`src/pkg/converter_regs.vh`:
```
// Purpose: Register map, field positions, reset values and timing counts
//          for the successive-approximation converter control logic.
// Assumes: 8-bit register port, 2-bit register index.
// Notes:   Definitions only; included by bare name.
`ifndef CONVERTER_REGS_VH
`define CONVERTER_REGS_VH

// Register indexes
`define ADDR_STATUS_CONTROL   2'h0
`define ADDR_RESULT_HIGH      2'h1
`define ADDR_RESULT_LOW       2'h2
`define ADDR_CLOCK_CONFIG     2'h3

// Status and control fields
`define SC_FLAG_BIT           7
`define SC_IRQ_EN_BIT         6
`define SC_CONT_BIT           5
`define SC_CHAN_MSB           4
`define SC_CHAN_LSB           0

// Clock configuration fields
`define CC_DIV_MSB            7
`define CC_DIV_LSB            5
`define CC_ICS_BIT            4
`define CC_MODE_MSB           3
`define CC_MODE_LSB           2

// Reset values
`define RST_CHANNEL           5'h1f
`define RST_DIV               3'h0
`define RST_ICS               1'b0
`define RST_MODE              2'h1

// Channel codes
`define CHAN_PORT_LAST        5'h06
`define CHAN_FACTORY_TEST     5'h1b
`define CHAN_HIGH_REF         5'h1d
`define CHAN_GROUND           5'h1e
`define CHAN_POWER_OFF        5'h1f

// Justification codes
`define MODE_TRUNC8           2'h0
`define MODE_RIGHT            2'h1
`define MODE_LEFT             2'h2
`define MODE_LEFT_SIGNED      2'h3

// Timing in converter clock periods; prescaler count in input clock ticks
`define CONV_LAST_CYCLE       4'hf
`define SAMPLE_LAST_CYCLE     4'h5
`define DIV_BY_16             4'hf

`endif

```
`src/hdl/sar_adc_control_logic.v`:
```
// Purpose: Control, timing and result formatting for a 10-bit
//          successive-approximation converter behind a byte register port.
// Assumes: clk is the 40 MHz bus clock; crystal_clock and comparator_out
//          arrive from other domains and are synchronised here.
// Notes:   Function
// Function
// - Interrupt request at end of each conversion
// - Request withdrawn on result read or control write
// - Flag read-only, set on completion, irq disabled
// - Flag clears on control write or result read
// - Irq enabled: flag writable, irq only when zero
// - Runs in wait; request wakes processor
// - Stop aborts conversion; resume after stop exit
// - Control write aborts and restarts conversion
// - Continuous bit converts back to back
// - Five-bit channel select drives input multiplexer
// - All-ones channel code powers converter off
// - High read freezes low until read
// - Left format: high eight bits, low two
// - Right format: high two bits, low eight
// - Truncation: low holds upper eight, no interlock
// - Prescaler divides by 1,2,4,8, else 16
// - Clock select: one bus, zero crystal
// - Two-bit justification select, reset right-justified
// - Reset clears enable, continuous and flag
// - Signed left format inverts top result bit
// - Conversion takes 16 to 17 converter periods; this design takes at most 16
//
// The placing of the registers and strobed register access were chosen for this implementation.
`timescale 1ns/1ps
`include "converter_regs.vh"

module sar_adc_control_logic (
  input  wire        clk,
  input  wire        reset_n,
  input  wire [1:0]  reg_addr,
  input  wire [7:0]  reg_wdata,
  input  wire        reg_write,
  input  wire        reg_read,
  output reg  [7:0]  reg_rdata,
  input  wire        crystal_clock,
  input  wire        comparator_out,
  input  wire        stop_mode,
  output reg         irq_request,
  output reg  [4:0]  analog_mux_select,
  output reg         analog_power_down,
  output reg  [9:0]  sar_trial_code,
  output reg         sample_enable
);

  localparam [1:0] ST_IDLE = 2'b01;
  localparam [1:0] ST_CONV = 2'b10;

  // Result byte formatting, shared by the high and low read paths
  // Applied at read time, so a mode change reformats the stored result
  function [7:0] format_byte;
    input [9:0] res;
    input [1:0] mode;
    input       high_sel;
    begin
      case (mode)
        // truncation places upper eight bits low
        `MODE_TRUNC8: format_byte = high_sel ? 8'h00 : res[9:2];
        `MODE_RIGHT: format_byte = high_sel ? {6'h00, res[9:8]} : res[7:0];
        `MODE_LEFT: format_byte = high_sel ? res[9:2] : {res[1:0], 6'h00};
        // signed format inverts top result bit
        `MODE_LEFT_SIGNED: format_byte = high_sel ?
          {~res[9], res[8:2]} : {res[1:0], 6'h00};
        default: format_byte = 8'h00;
      endcase
    end
  endfunction

  // Prescaler terminal count for the selected divide ratio
  // Every code with the top bit set divides by sixteen
  function [3:0] div_terminal;
    input [2:0] code;
    begin
      case (code)
        3'h0:    div_terminal = 4'h0;
        3'h1:    div_terminal = 4'h1;
        3'h2:    div_terminal = 4'h3;
        3'h3:    div_terminal = 4'h7;
        default: div_terminal = `DIV_BY_16;
      endcase
    end
  endfunction

  // Control and configuration state
  reg        flag_reg;
  reg        irq_en_reg;
  reg        cont_reg;
  reg  [4:0] channel_reg;
  reg  [2:0] div_reg;
  reg        ics_reg;
  reg  [1:0] mode_reg;

  // Conversion state
  reg  [1:0] state_reg;
  reg  [3:0] cycle_reg;
  reg  [3:0] pre_cnt_reg;
  reg  [9:0] result_reg;
  reg        lock_reg;
  reg        stop_d_reg;
  reg        resume_reg;
  reg        xtal_d_reg;

  // Two-stage synchronisers for the crystal clock and the comparator
  wire [1:0] async_in = {comparator_out, crystal_clock};
  wire [1:0] sync_out;

  genvar gi;
  generate
    for (gi = 0; gi < 2; gi = gi + 1) begin : g_sync
      // Each stage pair is private, so no vector has two drivers
      reg stage1_reg;
      reg stage2_reg;
      always @(posedge clk or negedge reset_n) begin
        if (!reset_n) begin
          stage1_reg <= 1'b0;
          stage2_reg <= 1'b0;
        end else begin
          stage1_reg <= async_in[gi];
          stage2_reg <= stage1_reg;
        end
      end
      assign sync_out[gi] = stage2_reg;
    end
  endgenerate

  wire comp_s  = sync_out[1];
  wire xtal_s  = sync_out[0];

  // Access decode
  wire wr_ctrl   = reg_write && (reg_addr == `ADDR_STATUS_CONTROL);
  wire wr_clk    = reg_write && (reg_addr == `ADDR_CLOCK_CONFIG);
  wire rd_high   = reg_read  && (reg_addr == `ADDR_RESULT_HIGH);
  wire rd_low    = reg_read  && (reg_addr == `ADDR_RESULT_LOW);
  wire rd_result = rd_high || rd_low;

  // all-ones channel code means powered off
  wire powered_off = (channel_reg == `CHAN_POWER_OFF);
  wire new_off     = (reg_wdata[`SC_CHAN_MSB:`SC_CHAN_LSB] ==
                      `CHAN_POWER_OFF);

  // one selects bus clock, zero the crystal clock edge
  wire in_tick = ics_reg ? 1'b1 : (xtal_s && !xtal_d_reg);

  // prescaler terminal count produces one converter tick
  wire adc_tick = in_tick && (pre_cnt_reg >= div_terminal(div_reg));

  wire busy       = (state_reg == ST_CONV);
  wire stop_exit  = stop_d_reg && !stop_mode;

  // sixteenth tick after start ends the conversion
  wire conv_done  = busy && adc_tick && !stop_mode && !wr_ctrl &&
                    (cycle_reg == `CONV_LAST_CYCLE);

  // Bit under trial in the approximation phase
  // The comparator is two synchroniser stages late, so a converter
  // tick must span three bus clocks or more for a trial to settle
  wire [3:0] trial_idx = `CONV_LAST_CYCLE - cycle_reg;
  wire [9:0] trial_bit = 10'h001 << trial_idx;
  wire [9:0] decided   = comp_s ? sar_trial_code
                                : (sar_trial_code & ~trial_bit);

  // a pending high read holds off new results, except truncation
  // Results that finish while locked are dropped, never queued
  wire store_ok = !(lock_reg && (mode_reg != `MODE_TRUNC8));

  // Register writes and the completion flag
  always @(posedge clk or negedge reset_n) begin
    if (!reset_n) begin
      // reset clears enable, continuous and flag
      flag_reg    <= 1'b0;
      irq_en_reg  <= 1'b0;
      cont_reg    <= 1'b0;
      channel_reg <= `RST_CHANNEL;
      div_reg     <= `RST_DIV;
      ics_reg     <= `RST_ICS;
      mode_reg    <= `RST_MODE;
    end else begin
      if (wr_ctrl) begin
        irq_en_reg  <= reg_wdata[`SC_IRQ_EN_BIT];
        cont_reg    <= reg_wdata[`SC_CONT_BIT];
        channel_reg <= reg_wdata[`SC_CHAN_MSB:`SC_CHAN_LSB];
      end
      if (wr_clk) begin
        div_reg  <= reg_wdata[`CC_DIV_MSB:`CC_DIV_LSB];
        ics_reg  <= reg_wdata[`CC_ICS_BIT];
        mode_reg <= reg_wdata[`CC_MODE_MSB:`CC_MODE_LSB];
      end
      // Set wins over clear so a completion is never lost
      if (conv_done && !irq_en_reg) begin
        // set on completion while interrupts are off
        flag_reg <= 1'b1;
      end else if (wr_ctrl && reg_wdata[`SC_IRQ_EN_BIT]) begin
        // flag becomes a writable target select
        flag_reg <= reg_wdata[`SC_FLAG_BIT];
      end else if (wr_ctrl || (rd_result && !irq_en_reg)) begin
        // clear on control write or result read
        flag_reg <= 1'b0;
      end
    end
  end

  // Interrupt request
  // Set wins over clear, so a completion beside a read is not lost
  always @(posedge clk or negedge reset_n) begin
    if (!reset_n) begin
      irq_request <= 1'b0;
    end else if (conv_done && irq_en_reg && !flag_reg) begin
      // only while target select holds zero
      // the same request wakes the processor from wait
      irq_request <= 1'b1;
    end else if (wr_ctrl || rd_result) begin
      // withdrawn on result read or control write
      irq_request <= 1'b0;
    end
  end

  // Crystal edge detector and stop tracking
  // The detector resets low like the synchronised level: no false tick
  always @(posedge clk or negedge reset_n) begin
    if (!reset_n) begin
      xtal_d_reg <= 1'b0;
      stop_d_reg <= 1'b0;
    end else begin
      xtal_d_reg <= xtal_s;
      stop_d_reg <= stop_mode;
    end
  end

  // Conversion sequencer: sample, then ten trials, one per tick
  always @(posedge clk or negedge reset_n) begin
    if (!reset_n) begin
      state_reg      <= ST_IDLE;
      cycle_reg      <= 4'h0;
      pre_cnt_reg    <= 4'h0;
      sar_trial_code <= 10'h000;
      sample_enable  <= 1'b0;
      resume_reg     <= 1'b0;
    end else begin
      if (stop_mode) begin
        // stop abandons the conversion, resumes on exit
        // A live or continuous run is remembered for the restart
        if (busy || cont_reg) begin
          resume_reg <= 1'b1;
        end
        state_reg     <= ST_IDLE;
        sample_enable <= 1'b0;
        pre_cnt_reg   <= 4'h0;
      end else if (wr_ctrl) begin
        resume_reg     <= 1'b0;
        pre_cnt_reg    <= 4'h0;
        cycle_reg      <= 4'h0;
        sar_trial_code <= 10'h000;
        // The off code leaves the sequencer idle
        if (new_off) begin
          state_reg     <= ST_IDLE;
          sample_enable <= 1'b0;
        end else begin
          state_reg     <= ST_CONV;
          sample_enable <= 1'b1;
        end
      end else if (stop_exit && resume_reg && !powered_off) begin
        resume_reg     <= 1'b0;
        state_reg      <= ST_CONV;
        cycle_reg      <= 4'h0;
        pre_cnt_reg    <= 4'h0;
        sar_trial_code <= 10'h000;
        sample_enable  <= 1'b1;
      end else begin
        case (state_reg)
          ST_IDLE: begin
            pre_cnt_reg   <= 4'h0;
            sample_enable <= 1'b0;
          end
          ST_CONV: begin
            // First tick may be partial: 15 to 16 periods overall
            if (in_tick) begin
              pre_cnt_reg <= adc_tick ? 4'h0 : pre_cnt_reg + 4'h1;
            end
            if (adc_tick) begin
              cycle_reg <= cycle_reg + 4'h1;
              if (cycle_reg == `SAMPLE_LAST_CYCLE) begin
                sample_enable  <= 1'b0;
                sar_trial_code <= 10'h200;
              end else if (cycle_reg > `SAMPLE_LAST_CYCLE) begin
                sar_trial_code <= decided | (trial_bit >> 1);
              end
              if (cycle_reg == `CONV_LAST_CYCLE) begin
                cycle_reg <= 4'h0;
                sar_trial_code <= 10'h000;
                // continuous restarts at once, single stops
                if (cont_reg && !powered_off) begin
                  sample_enable <= 1'b1;
                end else begin
                  state_reg <= ST_IDLE;
                end
              end
            end
          end
          default: begin
            state_reg <= ST_IDLE;
          end
        endcase
      end
    end
  end

  // Result store and read interlock
  always @(posedge clk or negedge reset_n) begin
    if (!reset_n) begin
      result_reg <= 10'h000;
      lock_reg   <= 1'b0;
    end else begin
      if (conv_done && store_ok) begin
        result_reg <= decided;
      end
      // high read freezes low, low read releases
      if (rd_low) begin
        lock_reg <= 1'b0;
      end else if (rd_high && (mode_reg != `MODE_TRUNC8)) begin
        lock_reg <= 1'b1;
      end
    end
  end

  // Read data one cycle after the strobe; unmapped bits read zero
  // Zero outside the answer slot, so no stale byte lingers on the bus
  always @(posedge clk or negedge reset_n) begin
    if (!reset_n) begin
      reg_rdata <= 8'h00;
    end else if (reg_read) begin
      case (reg_addr)
        `ADDR_STATUS_CONTROL:
          reg_rdata <= {flag_reg, irq_en_reg, cont_reg, channel_reg};
        `ADDR_RESULT_HIGH:
          reg_rdata <= format_byte(result_reg, mode_reg, 1'b1);
        `ADDR_RESULT_LOW:
          reg_rdata <= format_byte(result_reg, mode_reg, 1'b0);
        `ADDR_CLOCK_CONFIG:
          reg_rdata <= {div_reg, ics_reg, mode_reg, 2'h0};
        default:
          reg_rdata <= 8'h00;
      endcase
    end else begin
      reg_rdata <= 8'h00;
    end
  end

  // Analog side: channel to the multiplexer, power down when off
  // Both follow the control register one cycle late
  always @(posedge clk or negedge reset_n) begin
    if (!reset_n) begin
      analog_mux_select <= `RST_CHANNEL;
      analog_power_down <= 1'b1;
    end else begin
      // channel code passes to the input multiplexer
      analog_mux_select <= channel_reg;
      // powered off for all-ones code or in stop
      analog_power_down <= powered_off || stop_mode;
    end
  end

endmodule

```
`config.mk`:
```
export PLATFORM = sky130hd
export DESIGN_NAME = sar_adc_control_logic
export DESIGN_NICKNAME = d
export VERILOG_FILES = /design/src/hdl/sar_adc_control_logic.v
export VERILOG_INCLUDE_DIRS = /design/src /design/src/pkg
export SDC_FILE = /design/constraint.sdc
export NUM_CORES = 1
export LEC_CHECK = 0
export BUFFER_PORTS_ARGS = -buffer_cell sky130_fd_sc_hd__clkbuf_2
export CORE_MARGIN = 2
export CORE_UTILIZATION = 60
export CTS_BUF_LIST = sky130_fd_sc_hd__clkbuf_4 sky130_fd_sc_hd__clkbuf_8
export CTS_CLUSTER_SIZE = 14
export DETAILED_ROUTE_END_ITERATION = 10
export PLACE_DENSITY_LB_ADDON = 0.08
export SLEW_MARGIN = 0
export SYNTH_ARGS = -nofsm -noshare
export SYNTH_HDL_FRONTEND = slang
export SYNTH_SLANG_ARGS = --single-unit
```
`constraint.sdc`:
```
create_clock -name clk -period 4.1 [get_ports clk]
set_input_delay 0.41 -clock clk [delete_from_list [all_inputs] [get_ports clk]]
set_output_delay 0.41 -clock clk [all_outputs]
set_load 0.01 [all_outputs]
```
# Word-level counts from Yosys, hierarchy flattened
# Index checks and enable logic that the tools add are counted.
# Widths: inputs -> output; s select.
# classes
n_addsub	3
order_cmp	2
eq_ne	21
shift	1
muxes	53
n_bitwise	5
reduce_logical	53
# ops
operator	n
$mux 10	8
$pmux 8 s4	2
$mux 4	10
$pmux 8 s3	1
$logic_and 1x1->1	22
$mux 1	20
$pmux 4 s4	1
$mux 2	7
$reduce_bool 3->1	4
$and 10x10->10	1
$eq 2x2->1 const B	5
$eq 5x5->1 const B	2
$ne 5x4->1 const B	2
$not 10->10	1
$or 10x9->10	1
$reduce_bool 5->1	2
$shl 1x4->10 const A	1
$add 4x1->4 const B	2
$mux 8	1
$pmux 4 s2	1
$reduce_and 4->1	2
$logic_not 1->1	7
$eq 2x1->1 const B	3
$eq 3x2->1 const B	2
other kinds (20)	30
# totals
register_bits	68
in_bits	17
out_inout_bits	26
wordCells	163

# Depth between registers and ports, before layout
# Gate-level depths: netlist of the first run.
# logic_depth
word_depth	13
ltp_mapped	8
depth_no_buf	7

# Least setup slack after synthesis of the first run
# OpenSTA, ideal clock, no wires.
# synth_path
path_type	register to register
startpoint	register div_reg[1]
endpoint	register result_reg[0]
setup_time_ps	125
arrival_ps	2794
t_required_ps	3975
path_slack_ps	1182
path_stages_with_launch	9
n_path_buf	1
period_less_slack_ps	2918
path_cell_list	dfrtp_1 -> or3_1 -> ha_1 -> nor3b_1 -> o21a_1 -> or3_1 -> buf_6 -> a2111oi_4 -> mux2_2
# synth_via
elab_chain_cells	9
elab_cells_between_ends	12
classes_between	order compare (1); eq/ne (3); mux (1); reduce/logical (7)
# synth_lines
element	line	rtl
from (decl)	sar_adc_control_logic.v:94	reg [2:0] div_reg;
from (signal assigned)	sar_adc_control_logic.v:179	div_reg <= `RST_DIV;
from (signal assigned)	sar_adc_control_logic.v:189	div_reg <= reg_wdata[`CC_DIV_MSB:`CC_DIV_LSB];
$eq 3x2->1 (tied with other cells)	sar_adc_control_logic.v:79	case (code)
$pmux 4 s4 *	sar_adc_control_logic.v:79	
$ge 4x4->1 *	sar_adc_control_logic.v:150	wire adc_tick = in_tick && (pre_cnt_reg >= div_terminal(div_reg));
$logic_and 1x1->1 *	sar_adc_control_logic.v:150	
$logic_and 1x1->1 * (4 in series)	sar_adc_control_logic.v:156	wire conv_done = busy && adc_tick && !stop_mode && !wr_ctrl &&
$logic_and 1x1->1 *	sar_adc_control_logic.v:318	if (conv_done && store_ok) begin
to (signal assigned)	sar_adc_control_logic.v:319	result_reg <= decided;
to (decl)	sar_adc_control_logic.v:102	reg [9:0] result_reg;
# Every way passes the cells marked *; elsewhere a longest branch is shown, timed or not.
# A chain may end at the register's enable or synchronous reset.

# Worst setup path in the final report of the first run
# layout_path
startpoint	register div_reg[1]
endpoint	register result_reg[2]
# The elaborated chain is that of the path after synthesis.

==> flow_metrics.tcl, run 1 <==
set metrics [dict create \
    finalHoldViolCount 0 \
    final_max_slew_viol_count 0 \
    cts-htree-levels 3 \
    wire_per_inst_um 17.0 \
    synth_ff_type "dfrtp_1" \
    outcome "complete, no violations" \
    fin_hold_ws_ps 168 \
    num-fill-cells 457 \
    layout-area-overhead-vs-synth_pct 12.9 \
    drt_iter0_markers 227 \
    dp.final_hpwl_um 5860 \
    via_count_of_the_first_global_routing_pass 2662 \
    placed_cells_incl_taps 462 \
    cp_max_fo 10 \
    synth_enable_flop_cells 0 \
    cts.sinks 68 \
    post_cts_resize_count 0 \
    vdd.ir_drop.worst_v 0.000222 \
    io-pin-count 43 \
    ys.warnings.count 0 \
    grt_antenna_before_repair 0 \
    slew_headroom_pct 43.0 \
    vias_per_cell 6.11 \
    synth-async-reset-ratio_pct 100 \
    yosysTopAreaCell "dfrtp_1" \
    grt_max_degree 41 \
    fin_total_pwr_w 0.00158 \
    groute.layer.met1.usage_pct 38.3 \
    cts_buffer_depth 2 \
    cts_inserted_buffers 9 \
    timing.critical_path.arrival_ps 3390 \
    cts_tree "done" \
    register_area_um2 1720 \
    hold_class "primary input to async pin" \
    antennaDiodeCount 0 \
    p_per_area_nw_per_um2 395 \
    multi_input_area_um2 1700 \
    final-setup-viol-count 0 \
    gr-usage-all-layers_pct 27.2 \
    synth_largest_type_area_fraction_pct 38.7 \
    post_layout_min_period_ps 3160 \
    die-height_um 81.0 \
    mappedNetlistArea_um2 3550 \
    cell_types_occupying_the_most_area_after_synthesis "dfrtp_1 39%, dfstp_2 9.6%, ha_1 4.2%, nand2_1 4.2%, mux2_2 4.1%" \
    worstPathRequired_ps 4330 \
    globalRouteMet2Util_pct 41.0 \
    clock_skew_ps 7.65 \
    residual_overflow_from_global_routing 0 \
    syn_avg_cell_area_um2 9.93 \
    proportion_of_layout_cells_with_a_drive_suffix_above_1_pct 23.8 \
    synth_nets 387 \
    post_layout_nonfiller_instances 478 \
    final_net_count 427 \
    core_area_um2 5820 \
    gp_routability_congestion 0.947 \
    fin_util_pct 69.0 \
    floorplan.die_area_um2 6550 \
    synth.ff_latch_count 68 \
    rsz0062_at_grt "no" \
    cell_variety_after_synth 47 \
    firstDrtPassIters 7 \
    grt_first_pass_wirelength_um 13500 \
    path_class "flop to flop" \
    fp-row-count 28 \
    source_to_sink_clock_delay_at_the_later_pin_of_the_worst_skew_pair_ps 340 \
    drc 0 \
    grt_busiest_layer "met2" \
    setup.worst_path.end_class "flop" \
    initial_core_util_pct 61.1 \
    die_x_um 81.0 \
    clock-root-buffer "clkbuf_8" \
    cts_setup_buffers 0 \
    ant_nets 0 \
    io_buffer_count 42 \
    post_synth_inst_count 358 \
    totalWireLength_um 8120 \
    global_route.usage.met3_pct 4.78 \
    ctsHoldBuffers 0 \
    p_leak_nw 1.85 \
    yosys-top-cells-count "55 x dfrtp_1, 40 x nand2_1, 21 x o21ai_0" \
    max_cap_violations 0 \
    tns_ps 0 \
    timing.final.crit_share_pct 77.1 \
    synthMostInstantiatedCell "dfrtp_1" \
    ys_seq_area_share_pct 48.3 \
    crit_path_start_kind "flop" \
    maxClockFrequency_mhz 316 \
    tightest_slew_ps 854 \
    worst_setup_hold_path_clk_slew_ps 80 \
    dr_total_vias 2919 \
]
-- final cells by class --
| class | count | share of cell area [%] |
|---|---|---|
| sequential | 68 | 42.8 |
| multi-input combinational | 257 | 42.4 |
| timing repair buffer | 45 | 5.80 |
| clock buffer | 10 | 3.43 |
| tap | 75 | 2.34 |
| clock inverter | 6 | 1.59 |
| inverter | 17 | 1.59 |
-- worst max-delay path, cell delays in order (launching register included) --
cell	delay [ps]
dfrtp_1	420
or3_1	400
ha_1	280
nor3b_1	40
o21a_1	200
or3_1	500
a2111oi_4	780
mux2_2	410
-- logic make-up after synthesis --
logic type | share of synthesized area [%]
AND/OR/NAND/NOR | 17.8
AO/OA/AOI/OAI | 17.9
flip-flops | 48.3
buffers and inverters | 3.73
multiplexers | 7.78
adder cells (fa/ha/maj) | 4.23
XOR/XNOR | 0.247
-- power by group --
group | switching (W) | leakage (nW) | internal (W)
registers | 0.0000569 | 0.836 | 0.000737
logic | 0.000130 | 0.915 | 0.0000935
clock network | 0.000270 | 0.0983 | 0.000296
total | 0.000456 | 1.85 | 0.00113
-- layer usage --
metal	share of wire (%)	vias to the layer above
li1	-	1388
met1	45	1393
met2	47	122
met3	5.5	16
met4	2.7	0
met5	0	-
-- cells in the final DEF, fill, tap and decap left out, types with 4 or more instances in the layout --
cell and instances:
or2_2 4, o22ai_1 16, nand3b_1 4, dfstp_2 13, nand2_1 40, and3_1 4
nand4_1 4, o21ai_0 21, inv_1 17, dfrtp_1 55, a32o_1 9, nor2b_1 14
clkbuf_8 10, ha_1 12, and2_1 7, clkbuf_2 41, a31oi_1 4, nor2_1 19
nand3_1 13, o31ai_1 4, a21oi_1 19, mux2i_1 13, mux2_2 13, nor3_1 4
-- metrics by stage --
| step | worst slack (ps) | area [µm²] |
|---|---|---|
| 2_1_floorplan | 1180 | 3550 |
| 3_3_place_gp | 1010 | 3810 |
| 3_5_place_dp | 931 | 3810 |
| 4_1_cts | 930 | 4010 |
| 5_1_grt | 745 | 4010 |
| 6_report | 940 | 4010 |
-- worst paths after layout --
path,slack [ps],depth (start not counted),from,to
max,940,7,div_reg[1]$_DFFE_PN0P_,result_reg[2]$_DFFE_PN0P_
min,170,1,reset_n,reg_rdata[4]$_DFF_PN0_
max reg2reg,940,7,div_reg[1]$_DFFE_PN0P_,result_reg[2]$_DFFE_PN0P_
min reg2reg,350,0,g_sync[0].stage1_reg$_DFF_PN0_,g_sync[0].stage2_reg$_DFF_PN0_
max in group asynchronous,3010,2,reset_n,channel_reg[4]$_DFFE_PN1P_
min in group clk,170,1,comparator_out,g_sync[1].stage1_reg$_DFF_PN0_
Note: power is estimated with default switching activity, not from simulation.
==> run 2: changes to the inputs <==
Settings changed: CORE_UTILIZATION 60 to 54.
Clock period 4.1 ns to 2.7 ns, I/O delays scaled along.
==> run 2 against run 1 <==
Total power rose by 46%. Non-clock buffer count rose by 15. Sequential cell count did not move. Global-route usage fell by 2.9 points. Worst hold slack got worse by 140 ps. Register-to-register slack got worse by 780 ps. Cell count rose by 3.6%. Sequential power rose by 51%. Combinational power rose by 63%. Setup slack got worse by 780 ps. Critical path depth rose by 1. Largest power group unchanged.
==> flow_metrics.tcl, run 2 (same netlist as run 1, synthesis figures left out) <==
set metrics [dict create \
    max_cap_violations 0 \
    initial_core_util_pct 56.0 \
    gr-usage-all-layers_pct 24.3 \
    source_to_sink_clock_delay_at_the_later_pin_of_the_worst_skew_pair_ps 350 \
    timing.final.crit_share_pct 94.2 \
    drc 0 \
    rsz0062_at_grt "no" \
    totalWireLength_um 8190 \
    residual_overflow_from_global_routing 0 \
    path_class "flop to flop" \
    num-fill-cells 541 \
    core_area_um2 6350 \
    timing.critical_path.arrival_ps 2770 \
    hold_class "primary input to flop" \
    cts_buffer_depth 2 \
    floorplan.die_area_um2 7250 \
    final_cell_mix "55 x dfrtp_1, 41 x clkbuf_2, 40 x nand2_1" \
    drt_iter0_markers 227 \
    final_net_count 442 \
    p_per_area_nw_per_um2 560 \
    setup.worst_path.end_class "flop" \
    crit_chain "or3_1 > ha_1 > nor3b_1 > o21a_1 > or3_4 > a2111oi_4 > buf_12 > mux2_2" \
    cts.sinks 68 \
    postPlaceCellArea_um2 3910 \
    grt_max_degree 28 \
    post_layout_nonfiller_instances 495 \
    slew_headroom_pct 66.6 \
    vias_per_cell 5.87 \
    clock_skew_ps 4.98 \
    fp-row-count 29 \
    layout.cells.most_common "dfrtp_1" \
    fin_hold_ws_ps 25.7 \
    postLayoutSetupSlackWorst_ps 158 \
    crit_path_start_kind "flop" \
    io-pin-count 43 \
    hold_path_startpoint "crystal_clock" \
    clock-root-buffer "clkbuf_8" \
    final-setup-viol-count 0 \
    gp_routability_congestion 0.868 \
    preCtsSetupSlack_ps 119 \
    capturing_point_of_the_worst_reg2reg_path "result_reg[7]$_DFFE_PN0P_" \
    grt_first_pass_wirelength_um 13800 \
    p_leak_nw 1.91 \
    dp.final_hpwl_um 5990 \
    io_buffer_count 42 \
    die_x_um 85.1 \
    dr_total_vias 2907 \
    worstPathRequired_ps 2930 \
    reg2reg_setup_slack_ps 160 \
    finalHoldViolCount 0 \
    proportion_of_layout_cells_with_a_drive_suffix_above_1_pct 26.6 \
    die-height_um 85.1 \
    via_count_of_the_first_global_routing_pass 2790 \
    final_max_slew_viol_count 0 \
    tns_ps 0 \
    outcome "complete, no violations" \
    worst_setup_hold_path_clk_slew_ps 70 \
    worst_path_max_delay_cell "dfrtp_1" \
    placed_cells_incl_taps 475 \
    cts-htree-levels 3 \
    tightest_slew_ps 502 \
    cell_area_after_layout_um2 4120 \
    maxClockFrequency_mhz 393 \
    vdd.ir_drop.worst_v 0.000356 \
    post_layout_min_period_ps 2540 \
    reg2reg_from "div_reg[0]$_DFFE_PN0P_" \
    firstDrtPassIters 4 \
    grt_antenna_before_repair 0 \
    cts_tree "done" \
    wire_per_inst_um 16.5 \
    layout-area-overhead-vs-synth_pct 16.1 \
    slowest_delay_ps 400 \
    ant_nets 0 \
    antennaDiodeCount 0 \
    cp_max_fo 10 \
    worst_r2r_path_depth 8 \
    whs_path_depth 1 \
    hold-path-endpoint "g_sync[0].stage1_reg$_DFF_PN0_" \
    cts_inserted_buffers 9 \
]
[run 2: cell count changes in the layout (fill, tap and decap cells not counted)]
cell,delta
bufinv_16,-1
clkinv_4,-1
or3_1,-1
or3_4,+1
clkinvlp_4,+2
dlygate4sd3_1,+1
buf_4,+13
buf_12,+1
[run 2: area by class of cell]
| type | instances | area [µm²] | share of cell area (%) |
|---|---|---|---|
| timing repair buffer | 60 | 360 | 8.74 |
| tap | 77 | 96.3 | 2.34 |
| clock inverter | 6 | 40.0 | 0.971 |
| inverter | 17 | 63.8 | 1.55 |
| multi-input combinational | 257 | 1710 | 41.4 |
| sequential | 68 | 1720 | 41.7 |
| clock buffer | 10 | 138 | 3.34 |
[run 2: critical path: cells and delay by family (launching register included)]
family | cells | cell delay, ps
AND/OR/NAND/NOR | 3 | 800
AO/OA/AOI/OAI | 2 | 450
flip-flops | 1 | 400
multiplexers | 1 | 320
adder cells (fa/ha/maj) | 1 | 280
buffers and inverters | 1 | 170
[run 2: power breakdown]
part | switching [W] | internal, W
logic | 0.000206 | 0.000158
registers | 0.0000783 | 0.00112
clock network | 0.000395 | 0.000354
[run 2: worst max path at each step]
stage          slack, ps                   endpoint              startpoint
2_1_floorplan       -100  result_reg[0]$_DFFE_PN0P_  div_reg[1]$_DFFE_PN0P_
3_3_place_gp         140  result_reg[6]$_DFFE_PN0P_  div_reg[0]$_DFFE_PN0P_
3_5_place_dp         120  result_reg[2]$_DFFE_PN0P_  div_reg[0]$_DFFE_PN0P_
4_1_cts              110  result_reg[7]$_DFFE_PN0P_  div_reg[0]$_DFFE_PN0P_
5_1_grt               20  result_reg[0]$_DFFE_PN0P_  div_reg[0]$_DFFE_PN0P_
6_report             160  result_reg[7]$_DFFE_PN0P_  div_reg[0]$_DFFE_PN0P_
[run 2: timing repair]
action	in CTS	in global routing
endpoints found under the hold margin	18	0
hold buffers	1	0
endpoints found under the setup margin	0	5
buffers inserted	0	3
resized for setup	0	1
[run 2: through the flow]
stage / utilization (%) / power, W
after floorplan: - / 0.00143
after global placement: 61.6 / 0.00157
after detailed placement: 61.6 / 0.00158
after CTS: 64.5 / 0.00233
after global routing: 64.9 / 0.00243
final: 64.9 / 0.00231
[run 2: metal layers]
layer	GRT usage, %	part of all wire (%)
met1	35.1	46
met2	36.6	46
met3	3.31	5.1
met4	11.4	2.8
met5	0	0
==> run 3: changes to the inputs <==
Settings changed: PLACE_DENSITY_LB_ADDON 0.08 to 0.12.
==> run 3 against run 2 <==
First-iteration DRC count is 7.0% higher. Maximum frequency is 3.1% lower. Sequential power about the same. Combinational power about the same. Critical path depth rose by 1. Utilization up 0.45 points. Largest power group unchanged.
==> flow_metrics.tcl, run 3 (same netlist as run 1, synthesis figures left out) <==
set metrics [dict create \
    p_leak_nw 1.94 \
    timing.critical_path.mode_cell "buf_4" \
    residual_overflow_from_global_routing 0 \
    postLayoutSetupSlackWorst_ps 75.6 \
    setup.worst_path.end_class "flop" \
    max_cap_violations 0 \
    fp-row-count 29 \
    cts-htree-levels 3 \
    worst_path_max_delay_cell "dfrtp_1" \
    source_to_sink_clock_delay_at_the_later_pin_of_the_worst_skew_pair_ps 350 \
    post_layout_min_period_ps 2620 \
    worst_setup_hold_path_clk_slew_ps 80 \
    outcome "complete, no violations" \
    critical-path-top-delay-family "simple AND/OR/NAND/NOR gates" \
    path_class "flop to flop" \
    clock_skew_ps 7.53 \
    post_layout_nonfiller_instances 493 \
    via_count_of_the_first_global_routing_pass 2814 \
    crit_chain "or3_1 > ha_1 > nor3b_1 > o21a_1 > or3_4 > a2111oi_4 > buf_4 > buf_4 > mux2i_1" \
    firstDrtPassIters 5 \
    ant_nets 0 \
    reg2reg_setup_slack_ps 80 \
    worstPathRequired_ps 2960 \
    grt_antenna_before_repair 0 \
    final_cell_mix "55 x dfrtp_1, 41 x clkbuf_2, 40 x nand2_1" \
    fin_util_pct 65.4 \
    drc 0 \
    io-pin-count 43 \
    io_buffer_count 42 \
    timing.critical_path.from "div_reg[0]$_DFFE_PN0P_" \
    cts_buffer_depth 2 \
    cp_max_fo 7 \
    vdd.ir_drop.worst_v 0.000415 \
    drt_iter0_markers 243 \
    final_max_slew_viol_count 0 \
    layout-area-overhead-vs-synth_pct 16.9 \
    slowest_delay_ps 410 \
    initial_core_util_pct 56.0 \
    slew_headroom_pct 59.4 \
    tightest_slew_ps 610 \
    rsz0062_at_grt "no" \
    preCtsSetupSlack_ps -16.3 \
    cts_inserted_buffers 9 \
    final-setup-viol-count 0 \
    placed_cells_incl_taps 474 \
    core_area_um2 6350 \
    fin_hold_ws_ps 21.8 \
    cts_tree "done" \
    cts.sinks 68 \
    timing.final.crit_share_pct 97.2 \
    grt_first_pass_wirelength_um 13900 \
    die-height_um 85.1 \
    p_per_area_nw_per_um2 605 \
    crit_buf_inv 2 \
    totalWireLength_um 8240 \
    finalHoldViolCount 0 \
    wire_per_inst_um 16.7 \
    timing.critical_path.arrival_ps 2890 \
    grt_max_degree 44 \
    hold_class "primary input to flop" \
    crit_path_start_kind "flop" \
    maxClockFrequency_mhz 381 \
    gr-usage-all-layers_pct 24.8 \
    gp_routability_congestion 0.875 \
    hold_path_startpoint "crystal_clock" \
    layout.cells.most_common "dfrtp_1" \
    clock-root-buffer "clkbuf_8" \
    reg2reg_from "div_reg[0]$_DFFE_PN0P_" \
    dr_total_vias 2933 \
    vias_per_cell 5.95 \
    floorplan.die_area_um2 7250 \
    proportion_of_layout_cells_with_a_drive_suffix_above_1_pct 26.2 \
    antennaDiodeCount 0 \
    final_net_count 440 \
    dp.final_hpwl_um 5850 \
    tns_ps 0 \
    die_x_um 85.1 \
]
[run 3: per-stage QoR]
step	cell area (µm²)	power (W)
after floorplan	3550	0.00143
after global placement	3900	0.00157
after detailed placement	3900	0.00157
after CTS	4140	0.00252
after global routing	4150	0.00263
final	4150	0.00251
[run 3: what timing repair did]
action | in CTS | in global routing
hold endpoints to repair | 19 | 0
buffers inserted | 1 | 1
pin swaps | 1 | 0
gates cloned | 0 | 0
hold buffers | 1 | 0
setup endpoints to repair | 1 | 7
resized for setup | 0 | 1
[run 3: area by class of cell]
type | instances | area, µm²
Clock buffer | 10 | 138
Timing Repair Buffer | 58 | 345
Inverter | 17 | 63.8
Tap cell | 77 | 96.3
Fill cell | 501 | 2200
Clock inverter | 6 | 83.8
Sequential cell | 68 | 1720
Multi-Input combinational cell | 257 | 1710
[run 3: path summary, 6_finish.rpt]
check / cells after the start / endpoint
min in group asynchronous: 2 / cont_reg$_DFFE_PN0P_
worst min-delay path: 1 / g_sync[0].stage1_reg$_DFF_PN0_
worst min register to register: 0 / comp_s$_DFF_PN0_
worst max register to register: 9 / result_reg[4]$_DFFE_PN0P_
worst max-delay path: 9 / result_reg[4]$_DFFE_PN0P_
max in group asynchronous: 3 / mode_reg[0]$_DFFE_PN1P_
[run 3: metal layers]
metal	vias up	global-route usage, %	part of all wire, %
met5	-	0	0
met4	0	12.7	2.6
met3	17	3.99	5.5
met2	123	37.8	47
met1	1395	34.2	45
li1	1398	-	-
[run 3: worst register-to-register path: cells and delay by family, from the launching register on]
kind	cells	cell delay [ps]
AO/OA/AOI/OAI	2	470
adder cells (fa/ha/maj)	1	290
AND/OR/NAND/NOR	3	800
buffers and inverters	2	360
multiplexers	1	220
flip-flops	1	410
[run 3: where the power goes]
group          internal [W]  switching [W]
sequential          0.00112      0.0000766
combinational      0.000161       0.000205
clock              0.000545       0.000404
total               0.00183       0.000686
